## src/verilog/cidt_consts.vh

```
// constants for the instruction decode and timing front end
`ifndef CIDT_CONSTS_VH
`define CIDT_CONSTS_VH

// oscillator periods in one instruction cycle
`define CIDT_Q_PER_CYCLE 3'h4
`define CIDT_Q_LAST 2'h3

// operation classes
`define CIDT_CLS_BYTE 2'h0
`define CIDT_CLS_BIT 2'h1
`define CIDT_CLS_LIT 2'h2
`define CIDT_CLS_CTRL 2'h3

// sequencer states
`define CIDT_ST_RUN 2'h0
`define CIDT_ST_WORD2 2'h1
`define CIDT_ST_NOP 2'h2

// top nibble of a second word: always all ones
`define CIDT_WORD2_TAG 4'hf

// top-byte and top-nibble opcodes of the double-word group
`define CIDT_OP_CALL0 8'hec
`define CIDT_OP_CALL1 8'hed
`define CIDT_OP_LOADPTR 8'hee
`define CIDT_OP_GOTO 8'hef
`define CIDT_OP_MOVE2 4'hc

// single-word opcodes for control, skip, table, bank literal and extended set
`define CIDT_OP_BRA 5'h1a
`define CIDT_OP_RCALL 5'h1b
`define CIDT_OP_CONDBR 5'h1c
`define CIDT_OP_EXTSET 6'h3a
`define CIDT_OP_SKIPBIT0 4'ha
`define CIDT_OP_SKIPBIT1 4'hb
`define CIDT_OP_RETI 7'h08
`define CIDT_OP_RETURN 7'h09
`define CIDT_OP_TABLE 5'h01
`define CIDT_OP_BANKLIT 8'h01
`define CIDT_OP_SPECIAL 8'h00

// access region split for unbanked operands
`define CIDT_ACCESS_SPLIT 8'h60
`define CIDT_ACCESS_HIGH 4'hf
`define CIDT_ACCESS_LOW 4'h0

// table pointer update modes
`define CIDT_TBL_NONE 2'h0
`define CIDT_TBL_POSTINC 2'h1
`define CIDT_TBL_POSTDEC 2'h2
`define CIDT_TBL_PREINC 2'h3

`endif

```

## src/verilog/cidt_core_decode.v

```verilog
// instruction decode and execution-timing front end of the core
// Function
// RULE1 - recognise the base set and the eight extended instructions
// RULE2 - one word per instruction except four double-word instructions
// RULE3 - split each word into opcode and operand fields
// RULE4 - sort instructions into byte, bit, literal and control classes
// RULE5 - byte ops carry register address, destination and access fields
// RULE6 - destination zero writes working register, one writes file
// RULE7 - bit ops carry register address, bit number and access fields
// RULE8 - literal ops carry constant, pointer selector or nothing
// RULE9 - control ops carry address, fast bit, table mode or nothing
// RULE10 - double words hold 32 bits, second word top nibble ones
// RULE11 - second word executed alone acts as no-operation
// RULE12 - one cycle, two when test true or counter changed
// RULE13 - double-word instructions take two cycles
// RULE14 - one instruction cycle is four oscillator periods
// RULE15 - taken two-word branch takes three cycles in total
// RULE16 - access bit zero uses access region, one uses bank selector
// RULE17 - table mode picks none, post-inc, post-dec or pre-inc
// RULE18 - fast bit one saves or restores shadows, zero leaves them; a call saves only with top byte ed and bit 0 also set
// RULE19 - on counter change discard prefetch and run a nop slot
`timescale 1ns/1ns
`include "cidt_consts.vh"

module cidt_core_decode (
	// clock and reset
	input wire core_clk,
	input wire arst_n,
	// fetch path and datapath status
	input wire [15:0] fetch_word,
	input wire cond_true,
	input wire pc_write,
	input wire [3:0] ram_bank_selector,
	// timing
	output reg [1:0] q_phase,
	output reg cycle_start,
	output reg prefetch_discard,
	// slot state
	output reg exec_valid,
	output reg exec_nop,
	output reg second_word,
	output reg [1:0] op_class,
	output reg ext_instr,
	// byte and bit operands
	output reg [7:0] file_addr,
	output reg [11:0] ram_addr,
	output reg access_banked,
	output reg wr_working_register,
	output reg wr_file,
	output reg [2:0] bit_num,
	// literal operands
	output reg [7:0] literal,
	output reg [1:0] indirect_pointer_sel,
	// control operands
	output reg [19:0] prog_addr,
	output reg shadow_save,
	output reg shadow_restore,
	output reg table_op,
	output reg [1:0] table_pointer_mode
);

	reg [1:0] state;
	reg [15:0] exec_word;
	reg cur_dbl;
	reg cur_dbl_branch;
	reg cur_jump;
	reg cur_cond;
	reg [1:0] next_state;
	reg [15:0] next_word;
	reg next_nop;
	reg next_second;
	reg next_discard;
	wire cyc_end;
	wire [1:0] d_class;
	wire d_dbl;
	wire d_dbl_branch;
	wire d_word2;
	wire d_ext;
	wire d_jump;
	wire d_cond;
	wire d_save;
	wire d_restore;
	wire d_tbl;

	// RULE14 - four phases per cycle
	assign cyc_end = (q_phase == `CIDT_Q_LAST);

	// decode of the word about to enter execution
	cidt_field_decode u_dec (
		.word(next_word),
		.op_class(d_class),
		.dbl_first(d_dbl),
		.dbl_branch(d_dbl_branch),
		.is_word2(d_word2),
		.is_ext(d_ext),
		.jump(d_jump),
		.cond_cand(d_cond),
		.shadow_save(d_save),
		.shadow_restore(d_restore),
		.tbl_op(d_tbl)
	);

	// slot sequencing for the next instruction cycle
	always @* begin
		next_state = `CIDT_ST_RUN;
		next_word = fetch_word;
		next_nop = 1'b0;
		next_second = 1'b0;
		next_discard = 1'b0;
		case (state)
		`CIDT_ST_RUN: begin
			if (cur_dbl) begin
				// RULE13 - second word fills cycle two
				next_state = `CIDT_ST_WORD2;
				next_second = 1'b1;
			end else if (cur_jump || pc_write ||
			             (cur_cond && cond_true)) begin
				// RULE12 - added cycle as nop
				// RULE19 - drop the prefetched word
				next_state = `CIDT_ST_NOP;
				next_nop = 1'b1;
				next_discard = 1'b1;
				next_word = 16'h0000;
			end
		end
		`CIDT_ST_WORD2: begin
			if (cur_dbl_branch || pc_write) begin
				// RULE15 - third cycle for taken branch
				next_state = `CIDT_ST_NOP;
				next_nop = 1'b1;
				next_discard = 1'b1;
				next_word = 16'h0000;
			end
		end
		`CIDT_ST_NOP: begin
			next_state = `CIDT_ST_RUN;
		end
		default: begin
			next_state = `CIDT_ST_RUN;
		end
		endcase
	end

	// phase counter and cycle start pulse
	always @(posedge core_clk or negedge arst_n) begin
		if (!arst_n) begin
			q_phase <= 2'h0;
			cycle_start <= 1'b0;
		end else begin
			q_phase <= q_phase + 2'h1;
			cycle_start <= cyc_end;
		end
	end

	// sequencer state and the flags of the running instruction
	always @(posedge core_clk or negedge arst_n) begin
		if (!arst_n) begin
			state <= `CIDT_ST_NOP;
			exec_word <= 16'h0000;
			cur_dbl <= 1'b0;
			cur_dbl_branch <= 1'b0;
			cur_jump <= 1'b0;
			cur_cond <= 1'b0;
			exec_valid <= 1'b0;
			exec_nop <= 1'b1;
			second_word <= 1'b0;
			prefetch_discard <= 1'b0;
		end else if (cyc_end) begin
			state <= next_state;
			exec_word <= next_word;
			exec_valid <= 1'b1;
			exec_nop <= next_nop;
			second_word <= next_second;
			prefetch_discard <= next_discard;
			if (next_state == `CIDT_ST_RUN) begin
				// RULE11 - stray second word decodes inert
				cur_dbl <= d_dbl && !d_word2;
				cur_dbl_branch <= d_dbl_branch;
				cur_jump <= d_jump;
				cur_cond <= d_cond;
			end else begin
				cur_dbl <= 1'b0;
				cur_jump <= 1'b0;
				cur_cond <= 1'b0;
			end
		end else begin
			prefetch_discard <= 1'b0;
		end
	end

	// operand fields of the instruction entering execution
	always @(posedge core_clk or negedge arst_n) begin
		if (!arst_n) begin
			op_class <= `CIDT_CLS_CTRL;
			ext_instr <= 1'b0;
			file_addr <= 8'h00;
			ram_addr <= 12'h000;
			access_banked <= 1'b0;
			wr_working_register <= 1'b0;
			wr_file <= 1'b0;
			bit_num <= 3'h0;
			literal <= 8'h00;
			indirect_pointer_sel <= 2'h0;
			prog_addr <= 20'h00000;
			shadow_save <= 1'b0;
			shadow_restore <= 1'b0;
			table_op <= 1'b0;
			table_pointer_mode <= `CIDT_TBL_NONE;
		end else if (cyc_end) begin
			// defaults: no side effect in this slot
			wr_working_register <= 1'b0;
			wr_file <= 1'b0;
			shadow_save <= 1'b0;
			shadow_restore <= 1'b0;
			table_op <= 1'b0;
			ext_instr <= 1'b0;
			if (next_second) begin
				// RULE10 - 20-bit target from both words
				prog_addr <= {next_word[11:0], exec_word[7:0]};
			end else if (!next_nop && !d_word2) begin
				// RULE3 - opcode and operand split
				op_class <= d_class;
				// RULE1 - flag extended set
				ext_instr <= d_ext;
				// RULE5 - register address field
				// RULE7 - address for bit ops
				file_addr <= next_word[7:0];
				// RULE16 - access bit picks region
				access_banked <= next_word[8];
				if (next_word[8])
					ram_addr <= {ram_bank_selector, next_word[7:0]};
				else if (next_word[7:0] < `CIDT_ACCESS_SPLIT)
					ram_addr <= {`CIDT_ACCESS_LOW, next_word[7:0]};
				else
					ram_addr <= {`CIDT_ACCESS_HIGH, next_word[7:0]};
				// RULE6 - destination select
				if (d_class == `CIDT_CLS_BYTE &&
				    next_word[15:12] != `CIDT_OP_MOVE2) begin
					wr_working_register <= !next_word[9];
					wr_file <= next_word[9];
				end
				// RULE7 - bit number field
				bit_num <= next_word[11:9];
				// RULE8 - constant and pointer selector
				literal <= next_word[7:0];
				indirect_pointer_sel <= next_word[5:4];
				// RULE9 - single-word branch targets
				if (next_word[15:11] == `CIDT_OP_BRA ||
				    next_word[15:11] == `CIDT_OP_RCALL)
					prog_addr <= {{9{next_word[10]}}, next_word[10:0]};
				else if (next_word[15:11] == `CIDT_OP_CONDBR)
					prog_addr <= {{12{next_word[7]}}, next_word[7:0]};
				// RULE18 - shadow copies on fast mode
				shadow_save <= d_save;
				shadow_restore <= d_restore;
				// RULE17 - table pointer update mode
				table_op <= d_tbl;
				table_pointer_mode <= next_word[1:0];
			end
		end else begin
			// side-effect strobes last one phase
			wr_working_register <= 1'b0;
			wr_file <= 1'b0;
			shadow_save <= 1'b0;
			shadow_restore <= 1'b0;
			table_op <= 1'b0;
		end
	end

endmodule // cidt_core_decode

```

## src/verilog/cidt_field_decode.v

```verilog
// combinational class and flag decode of one program word
`timescale 1ns/1ns
`include "cidt_consts.vh"

module cidt_field_decode (
	// word under decode
	input wire [15:0] word,
	// class and sequencing flags
	output reg [1:0] op_class,
	output reg dbl_first,
	output reg dbl_branch,
	output reg is_word2,
	output reg is_ext,
	output reg jump,
	output reg cond_cand,
	// operation flags
	output reg shadow_save,
	output reg shadow_restore,
	output reg tbl_op
);

	// classify by the opcode portion in the upper bits
	always @* begin
		op_class = `CIDT_CLS_CTRL;
		dbl_first = 1'b0;
		dbl_branch = 1'b0;
		is_word2 = 1'b0;
		is_ext = 1'b0;
		jump = 1'b0;
		cond_cand = 1'b0;
		shadow_save = 1'b0;
		shadow_restore = 1'b0;
		tbl_op = 1'b0;
		// RULE4 - four class split
		case (word[15:12])
		4'h0: begin
			if (word[15:8] == `CIDT_OP_BANKLIT ||
			    word[11:8] >= 4'h8)
				op_class = `CIDT_CLS_LIT;
			else if (word[15:8] != `CIDT_OP_SPECIAL)
				op_class = `CIDT_CLS_BYTE;
		end
		4'h1, 4'h2, 4'h3, 4'h4, 4'h5, 4'h6:
			op_class = `CIDT_CLS_BYTE;
		4'h7, 4'h8, 4'h9, 4'ha, 4'hb:
			op_class = `CIDT_CLS_BIT;
		4'hc:
			op_class = `CIDT_CLS_BYTE;
		4'he:
			if (word[15:8] == `CIDT_OP_LOADPTR)
				op_class = `CIDT_CLS_LIT;
		default:
			op_class = `CIDT_CLS_CTRL;
		endcase
		// RULE2 - four double-word forms
		if (word[15:12] == `CIDT_OP_MOVE2 ||
		    word[15:8] == `CIDT_OP_CALL0 ||
		    word[15:8] == `CIDT_OP_CALL1 ||
		    word[15:8] == `CIDT_OP_LOADPTR ||
		    word[15:8] == `CIDT_OP_GOTO)
			dbl_first = 1'b1;
		// RULE15 - two-word branches
		if (word[15:8] == `CIDT_OP_CALL0 ||
		    word[15:8] == `CIDT_OP_CALL1 ||
		    word[15:8] == `CIDT_OP_GOTO)
			dbl_branch = 1'b1;
		// RULE11 - lone second word is nop
		is_word2 = (word[15:12] == `CIDT_WORD2_TAG);
		// RULE1 - extended set marker
		is_ext = (word[15:10] == `CIDT_OP_EXTSET);
		// RULE12 - program counter changers
		if (word[15:11] == `CIDT_OP_BRA || word[15:11] == `CIDT_OP_RCALL)
			jump = 1'b1;
		if (word[15:8] == `CIDT_OP_SPECIAL &&
		    (word[7:1] == `CIDT_OP_RETI || word[7:1] == `CIDT_OP_RETURN))
			jump = 1'b1;
		// RULE12 - conditional tests
		cond_cand = (word[15:11] == `CIDT_OP_CONDBR) ||
			(word[15:12] == `CIDT_OP_SKIPBIT0) ||
			(word[15:12] == `CIDT_OP_SKIPBIT1);
		// RULE18 - fast bit picks shadows
		if (word[0] && (word[15:8] == `CIDT_OP_CALL1))
			shadow_save = 1'b1;
		if (word[0] && word[15:8] == `CIDT_OP_SPECIAL &&
		    (word[7:1] == `CIDT_OP_RETI || word[7:1] == `CIDT_OP_RETURN))
			shadow_restore = 1'b1;
		// RULE17 - table access group
		tbl_op = (word[15:8] == `CIDT_OP_SPECIAL) &&
			(word[7:3] == `CIDT_OP_TABLE);
	end

endmodule // cidt_field_decode

```

## config.mk

```make
export PLATFORM = sky130hd
export DESIGN_NAME = cidt_core_decode
export DESIGN_NICKNAME = d
export VERILOG_FILES = /design/src/verilog/cidt_core_decode.v /design/src/verilog/cidt_field_decode.v
export VERILOG_INCLUDE_DIRS = /design/src /design/src/verilog
export SDC_FILE = /design/constraint.sdc
export NUM_CORES = 1
export LEC_CHECK = 0
export BUFFER_PORTS_ARGS = -buffer_cell sky130_fd_sc_hd__buf_2
export CORE_ASPECT_RATIO = 0.7
export CORE_MARGIN = 3
export CORE_UTILIZATION = 56
export DETAILED_ROUTE_END_ITERATION = 8
export PLACE_DENSITY = 0.81
export SKIP_CTS_REPAIR_TIMING = 1
export SLEW_MARGIN = 15
export SYNTH_ARGS = -nofsm -noshare
export SYNTH_HDL_FRONTEND = slang
export SYNTH_SLANG_ARGS = --single-unit
```

## constraint.sdc

```tcl
create_clock -name core_clk -period 5.5 [get_ports core_clk]
set_input_delay 0.55 -clock core_clk [delete_from_list [all_inputs] [get_ports core_clk]]
set_output_delay 0.55 -clock core_clk [all_outputs]
set_load 0.005 [all_outputs]
```

==> metrics, run 1 <==
status complete, no violations; ports placed on the boundary 95; height of the chip roughly 70 um; cell type of the slowest stage on the worst timing path ha_1; synthesized cell area 3250 um2; Fin Clk Skew 4.68 ps; minimum clock period after layout 2610 ps; wire length per cell 17.0 um; final setup fails 0; most frequent cell after synthesis dfrtp_1; register bit total from synthesis 64; DRC viols 0; reg-to-reg startpoint q_phase[0]; Congestion Overflow GR 0; initial core utilization 0.599; total wirelength of the detailed-routed design 7.34 mm; area added between synthesis and finish 15.9%; net count of the mapped netlist 314; Nets 380; post-detailed-route via-to-cell ratio 5.53; Clock Latency Late Sink approximately 350 ps; half-perimeter wire length of the detailed placement result 5.15 mm; part of the power in the clock network 0.324; clock tree from TritonCTS built; max-cap viol count 0; number of enable flip-flop cells after synthesis 0; critical path's top delay family adder cells; net switching power figure 352 uW; highest net fanout along the worst path 34; fraction of final layout cells with drive strength greater than 1 0.469; post-synthesis cell type with the largest combined area dfrtp_1; Placer Congestion 0.784; antenna violations before repair 0; htree depth 3; Core ar. 5420 um2; fraction of post-synthesis cell area in the top cell type by area 0.470; cells traversed along the worst timing path ha_1, o2111ai_1, o31ai_2, buf_4, mux2_2; Max stage delay on crit path between 800 and 900 ps; number of rows in the core area 22; worst setup path startpoint q_phase[0]; vias in the first global route 2253; top cells by instance count after synthesis dfrtp_1, mux2_2, o21ai_0, buf_4, nand2_1; setup repair after global routing missed its margin no; area enclosed by the die boundary 6760 um2; Overall Power 1.28 mW; Final Max Slew Viols 0; Bufs and invs on worst path 1; Data required, critical path 5730 ps; setup TNS after final layout 0 ps; Crit Path Class reg -> reg; most common flop cell mapped by yosys dfrtp_1; count of routing violations after the opening detailed-route iteration 155; post-route fraction of the period consumed by the critical path 0.474; count of cell types in the netlist 49; worst-case hold slack 365 ps; Gate power share 0.212; Gate Count Post-Synth roughly 290; net switching share of the total power 0.275; IR Drop Worst-Case VDD 0.188 mV; number of inserted filler cells in the final layout about 420; Hold Crit Class in -> async; first drt pass iteration count 5; clock root buffer master clkbuf_8; number of buffers created by CTS 9; endpoint kind of the worst setup timing path register; Pint 925 uW; detailed-route via count 2389; overall global routing resource usage 0.227; CTS clk-pin slew, worst paths 70 ps; Max Buffers Root-to-Sink 2; LEAKAGE 1.85 nW; slew of the pin with the lowest slew margin about 1100 ps; tightest slew margin relative to the limit 0.283; post-route cell area 3760 um2; dominant cells by area after synthesis dfrtp_1, mux2_2, mux2_4, buf_4, o21ai_0; die width 97.0 um; antenna fix cells 0; sequential-to-total area share from yosys stat 0.494; largest net degree at the start of global routing 65; Syn Area/Cell between 10 and 15 um2; count of buffers inserted at the top-level ports 94; Num Clock Sinks 64; post-route antenna net violation count 0; part of the total power dissipated in sequential elements 0.464; async set-reset flop share out of synthesis 1.00; Post-Place Cell Area 3560 um2; Hold Fails Final Rpt 0; Max Fclk 0.383 GHz; launching element type of the critical path register; yosys synthesis warning count 0; wire length of the first global-routing pass 12.1 mm; power density relative to cell area roughly 340 nW/um2; data arrival time of the critical path 2840 ps
cell type report:
cell class | instances | area (um2) | area share
Sequential cell | 64 | 1610 | 0.427
Multi-Input combinational cell | 167 | 1310 | 0.348
Timing Repair Buffer | 97 | 493 | 0.131
Clock buffer | 11 | 151 | 0.0402
Tap cell | 72 | 90.1 | 0.0239
Inverter | 16 | 60.1 | 0.0160
Clock inverter | 5 | 55.1 | 0.0146
registers in the layout, indices dropped and copies added (netlist names), 2 cells and up:
| signal | flops |
|---|---|
| exec_word | 8 |
| prog_addr | 20 |
| op_class | 2 |
| q_phase | 2 |
| bit_num | 3 |
| ram_addr | 12 |
routing by layer:
layer | routed length (um) | part of all wire | GRT usage | up-vias
met2 | 3300 | 0.45 | 0.323 | 102
li1 | - | - | - | 1130
met4 | 142 | 0.019 | 0.0857 | 0
met5 | 0 | 0 | 0 | -
met1 | 3330 | 0.45 | 0.322 | 1142
met3 | 562 | 0.077 | 0.0764 | 15
logic make-up (layout without fill, tap and decap cells):
logic type,after synthesis,in the layout,share of synthesized area
adder cells (fa/ha/maj),1,1,0.00385
flip-flops,64,64,0.494
AO/OA/AOI/OAI,56,56,0.118
multiplexers,43,43,0.164
AND/OR/NAND/NOR,67,67,0.117
buffers and inverters,58,129,0.103
layout by cell type (no fill, tap or decap), types with 4 or more instances in the layout:
master	netlist	routed
a21oi_1	5	5
a22o_1	6	6
buf_2	5	94
clkbuf_8	0	11
dfrtp_1	61	61
inv_1	16	16
mux2_2	26	26
mux2_4	13	13
nand2_1	22	22
nand3_1	9	9
nor2_1	8	8
nor3_1	4	4
o21ai_0	24	24
o22ai_1	6	6
metrics by stage:
step           setup slack [ps]  utilization  instances
4_1_cts                    2880        0.694        432
2_1_floorplan              3590            -        289
5_1_grt                    2710        0.694        432
6_report                   2890        0.694        432
3_3_place_gp               3040        0.656        416
3_5_place_dp               2910        0.656        416
power by group through the flow:
| stage | logic, mW | registers [mW] | clock network, mW |
|---|---|---|---|
| finish | 0.271 | 0.593 | 0.414 |
| global route | 0.297 | 0.605 | 0.447 |
| CTS | 0.275 | 0.593 | 0.426 |
| detailed placement | 0.274 | 0.599 | 0 |
| global placement | 0.266 | 0.597 | 0 |
| floorplan | 0.169 | 0.600 | 0 |
worst paths after layout:
path,depth (start not counted),slack (ps),endpoint
setup / recovery,5,2890,prog_addr[12]
hold / removal,2,360,q_phase[0]
setup reg to reg,5,2890,prog_addr[12]
hold reg to reg,1,460,q_phase[0]
max in group asynchronous,2,4620,bit_num[2]
min in group core_clk,1,460,q_phase[0]
Note: power is estimated with default switching activity, not from simulation.
==> run 2, diff against run 1 <==
Settings changed: ABC_AREA set to 1, CORE_UTILIZATION 56 to 46, PLACE_DENSITY 0.81 to 0.71.
Clock period 5.5 ns to 2.1 ns, I/O delays scaled along.
==> metrics, run 2 <==
highest net fanout along the worst path 23; antenna violations before repair 0; number of enable flip-flop cells after synthesis 0; Placer Congestion 0.908; number of rows in the core area 24; wire length of the first global-routing pass 13.0 mm; launching element type of the critical path register; die width 105 um; Max stage delay on crit path 550 ps; Syn Area/Cell 7.84 um2; Congestion Overflow GR 0; count of buffers inserted at the top-level ports 94; Gate Count Post-Synth about 410; footprint of the multi-input gates 1210 um2; Data required, critical path 2380 ps; Fin Clk Skew 6.67 ps; total wirelength of the detailed-routed design 7.75 mm; critical path's top delay family simple AND/OR/NAND/NOR gates; number of inserted filler cells in the final layout around 620; register bit total from synthesis 64; async set-reset flop share out of synthesis 1.00; fraction of post-synthesis cell area in the top cell type by area 0.481; LEAKAGE 2.18 nW; minimum clock period after layout 1880 ps; post-synthesis cell type with the largest combined area dfrtp_1; area enclosed by the die boundary between 7000 and 8000 um2; power density relative to cell area 865 nW/um2; Clock Latency Late Sink 340 ps; top cells by instance count after synthesis nand2_1, dfrtp_1, inv_1, nor2_1, o21ai_0; wire length per cell between 10 and 15 um; yosys synthesis warning count 0; net count of the mapped netlist 430; setup repair after global routing missed its margin no; largest net degree at the start of global routing 36; count of cell types in the netlist 32; Crit Path Class reg -> reg; most frequent cell after synthesis nand2_1; footprint of the flip-flops and latches 1610 um2; cells traversed along the worst timing path nor2_1, nand2_2, nand4_2, nor2_4, nand2_2, nand2_2, nand2_8, inv_4, nand2_1, nand2_1; most used cell, CP nand2_2; first drt pass iteration count 4; Max Buffers Root-to-Sink 2; detailed-route via count 2778; DRC viols 0; data arrival time of the critical path 2170 ps; Bufs and invs on worst path 1; Hold Crit Class in -> reg; final setup fails 0; CTS clk-pin slew, worst paths 70 ps; clock tree from TritonCTS built; antenna fix cells 0; Nets 512; fraction of final layout cells with drive strength greater than 1 0.287; leading cell type in the layout, fill and taps excluded nand2_1; post-route cell area 3840 um2; largest register by flop count prog_addr; number of buffers created by CTS 9; Final Max Slew Viols 0; post-detailed-route via-to-cell ratio 4.77; vias in the first global route 2667; Max Fclk approximately 0.53 GHz; post-placement setup slack 187 ps; most common flop cell mapped by yosys dfrtp_1; height of the chip 75.5 um; ports placed on the boundary 95; sequential-to-total area share from yosys stat 0.506; htree depth 3; initial core utilization 0.492; max-cap viol count 0; Core ar. 6460 um2; status complete, no violations; area added between synthesis and finish 20.8%; synthesized cell area roughly 3200 um2; max FFs per register 20; Hold Fails Final Rpt 0; Num Clock Sinks 64; count of routing violations after the opening detailed-route iteration 154; top library cells by usage in the layout, fill and taps aside nand2_1, buf_2, dfrtp_1, inv_1, nor2_1; Core Util, Final 0.594; setup TNS after final layout 0 ps; Overall Power 3.32 mW; post-route antenna net violation count 0; IR Drop Worst-Case VDD 0.509 mV; dominant cells by area after synthesis dfrtp_1, nand2_1, buf_4, inv_1, o21ai_0; overall global routing resource usage 0.210; cell type of the slowest stage on the worst timing path dfstp_2; half-perimeter wire length of the detailed placement result 5.91 mm; endpoint kind of the worst setup timing path register; tightest slew margin relative to the limit 0.544; post-route fraction of the period consumed by the critical path 0.897; setup slack after layout 216 ps; Post-Place Cell Area 3610 um2; largest registers prog_addr x20, ram_addr x12, exec_word x8; slew of the pin with the lowest slew margin 684 ps; clock root buffer master clkbuf_8
## run 2: cell types whose count changed in the layout (fill, tap and decap cells not counted), moves of 10 or more
| cell | before | now |
|---|---|---|
| nor2_1 | 8 | 32 |
| o21ai_1 | 0 | 10 |
| nand2_1 | 22 | 155 |
| mux2_4 | 13 | 0 |
| inv_1 | 16 | 33 |
| mux2_2 | 26 | 0 |
## run 2: logic make-up (layout without fill, tap and decap cells)
family	after synthesis	after routing	synth area share
and+or+nand+nor	226	226	0.304
adders and majority gates	1	1	0.00394
AOI/OAI and AO/OA	42	42	0.0697
DFF	64	64	0.506
buffers and inverters	72	158	0.117
## run 2: worst paths after layout
kind | endpoint | cells after the start | slack (ps) | startpoint
worst min-delay path | ram_addr[8] | 3 | 100 | ram_bank_selector[0]
min in group asynchronous | prog_addr[14] | 2 | 450 | arst_n
max in group asynchronous | exec_nop | 3 | 960 | arst_n
worst min register to register | q_phase[0] | 1 | 440 | q_phase[0]
worst max register to register | prog_addr[2] | 10 | 220 | exec_nop
worst max-delay path | prog_addr[2] | 10 | 220 | exec_nop
## run 2: final cells by class
| class | count | area share |
|---|---|---|
| multi-input cells | 269 | 0.315 |
| inverters | 41 | 0.0408 |
| clock inverters | 2 | 0.00978 |
| clock buffers | 13 | 0.0440 |
| well taps | 91 | 0.0297 |
| flip-flops and latches | 64 | 0.418 |
| repair buffers | 102 | 0.142 |
## run 2: per-stage QoR
step / hold WS (ps) / cells
2_1_floorplan: -85.6 / 405
3_3_place_gp: 287 / 566
3_5_place_dp: 290 / 566
4_1_cts: -79.8 / 581
5_1_grt: 94.1 / 582
6_report: 99.7 / 582
## run 2: routing by layer
metal | wire length (um) | GRT usage | share of wire
met1 | 3860 | 0.292 | 0.50
met2 | 3230 | 0.322 | 0.42
met3 | 541 | 0.0559 | 0.070
met4 | 112 | 0.0786 | 0.014
met5 | 0 | 0 | 0
## run 2: worst reg2reg max path: stages, from the launching register on
cell and delay (ps):
dfstp_2 550, nor2_1 60, nand2_2 190, nand4_2 170
nor2_4 200, nand2_2 80, nand2_2 120, nand2_8 120
inv_4 190, nand2_1 90, nand2_1 60
## run 2: power breakdown
| group | switching, mW | leakage [nW] | total [mW] | internal (mW) |
|---|---|---|---|---|
| clock | 0.454 | 0.102 | 1.09 | 0.639 |
| combinational | 0.388 | 1.26 | 0.697 | 0.310 |
| sequential | 0.103 | 0.817 | 1.53 | 1.42 |
| total | 0.945 | 2.18 | 3.32 | 2.37 |
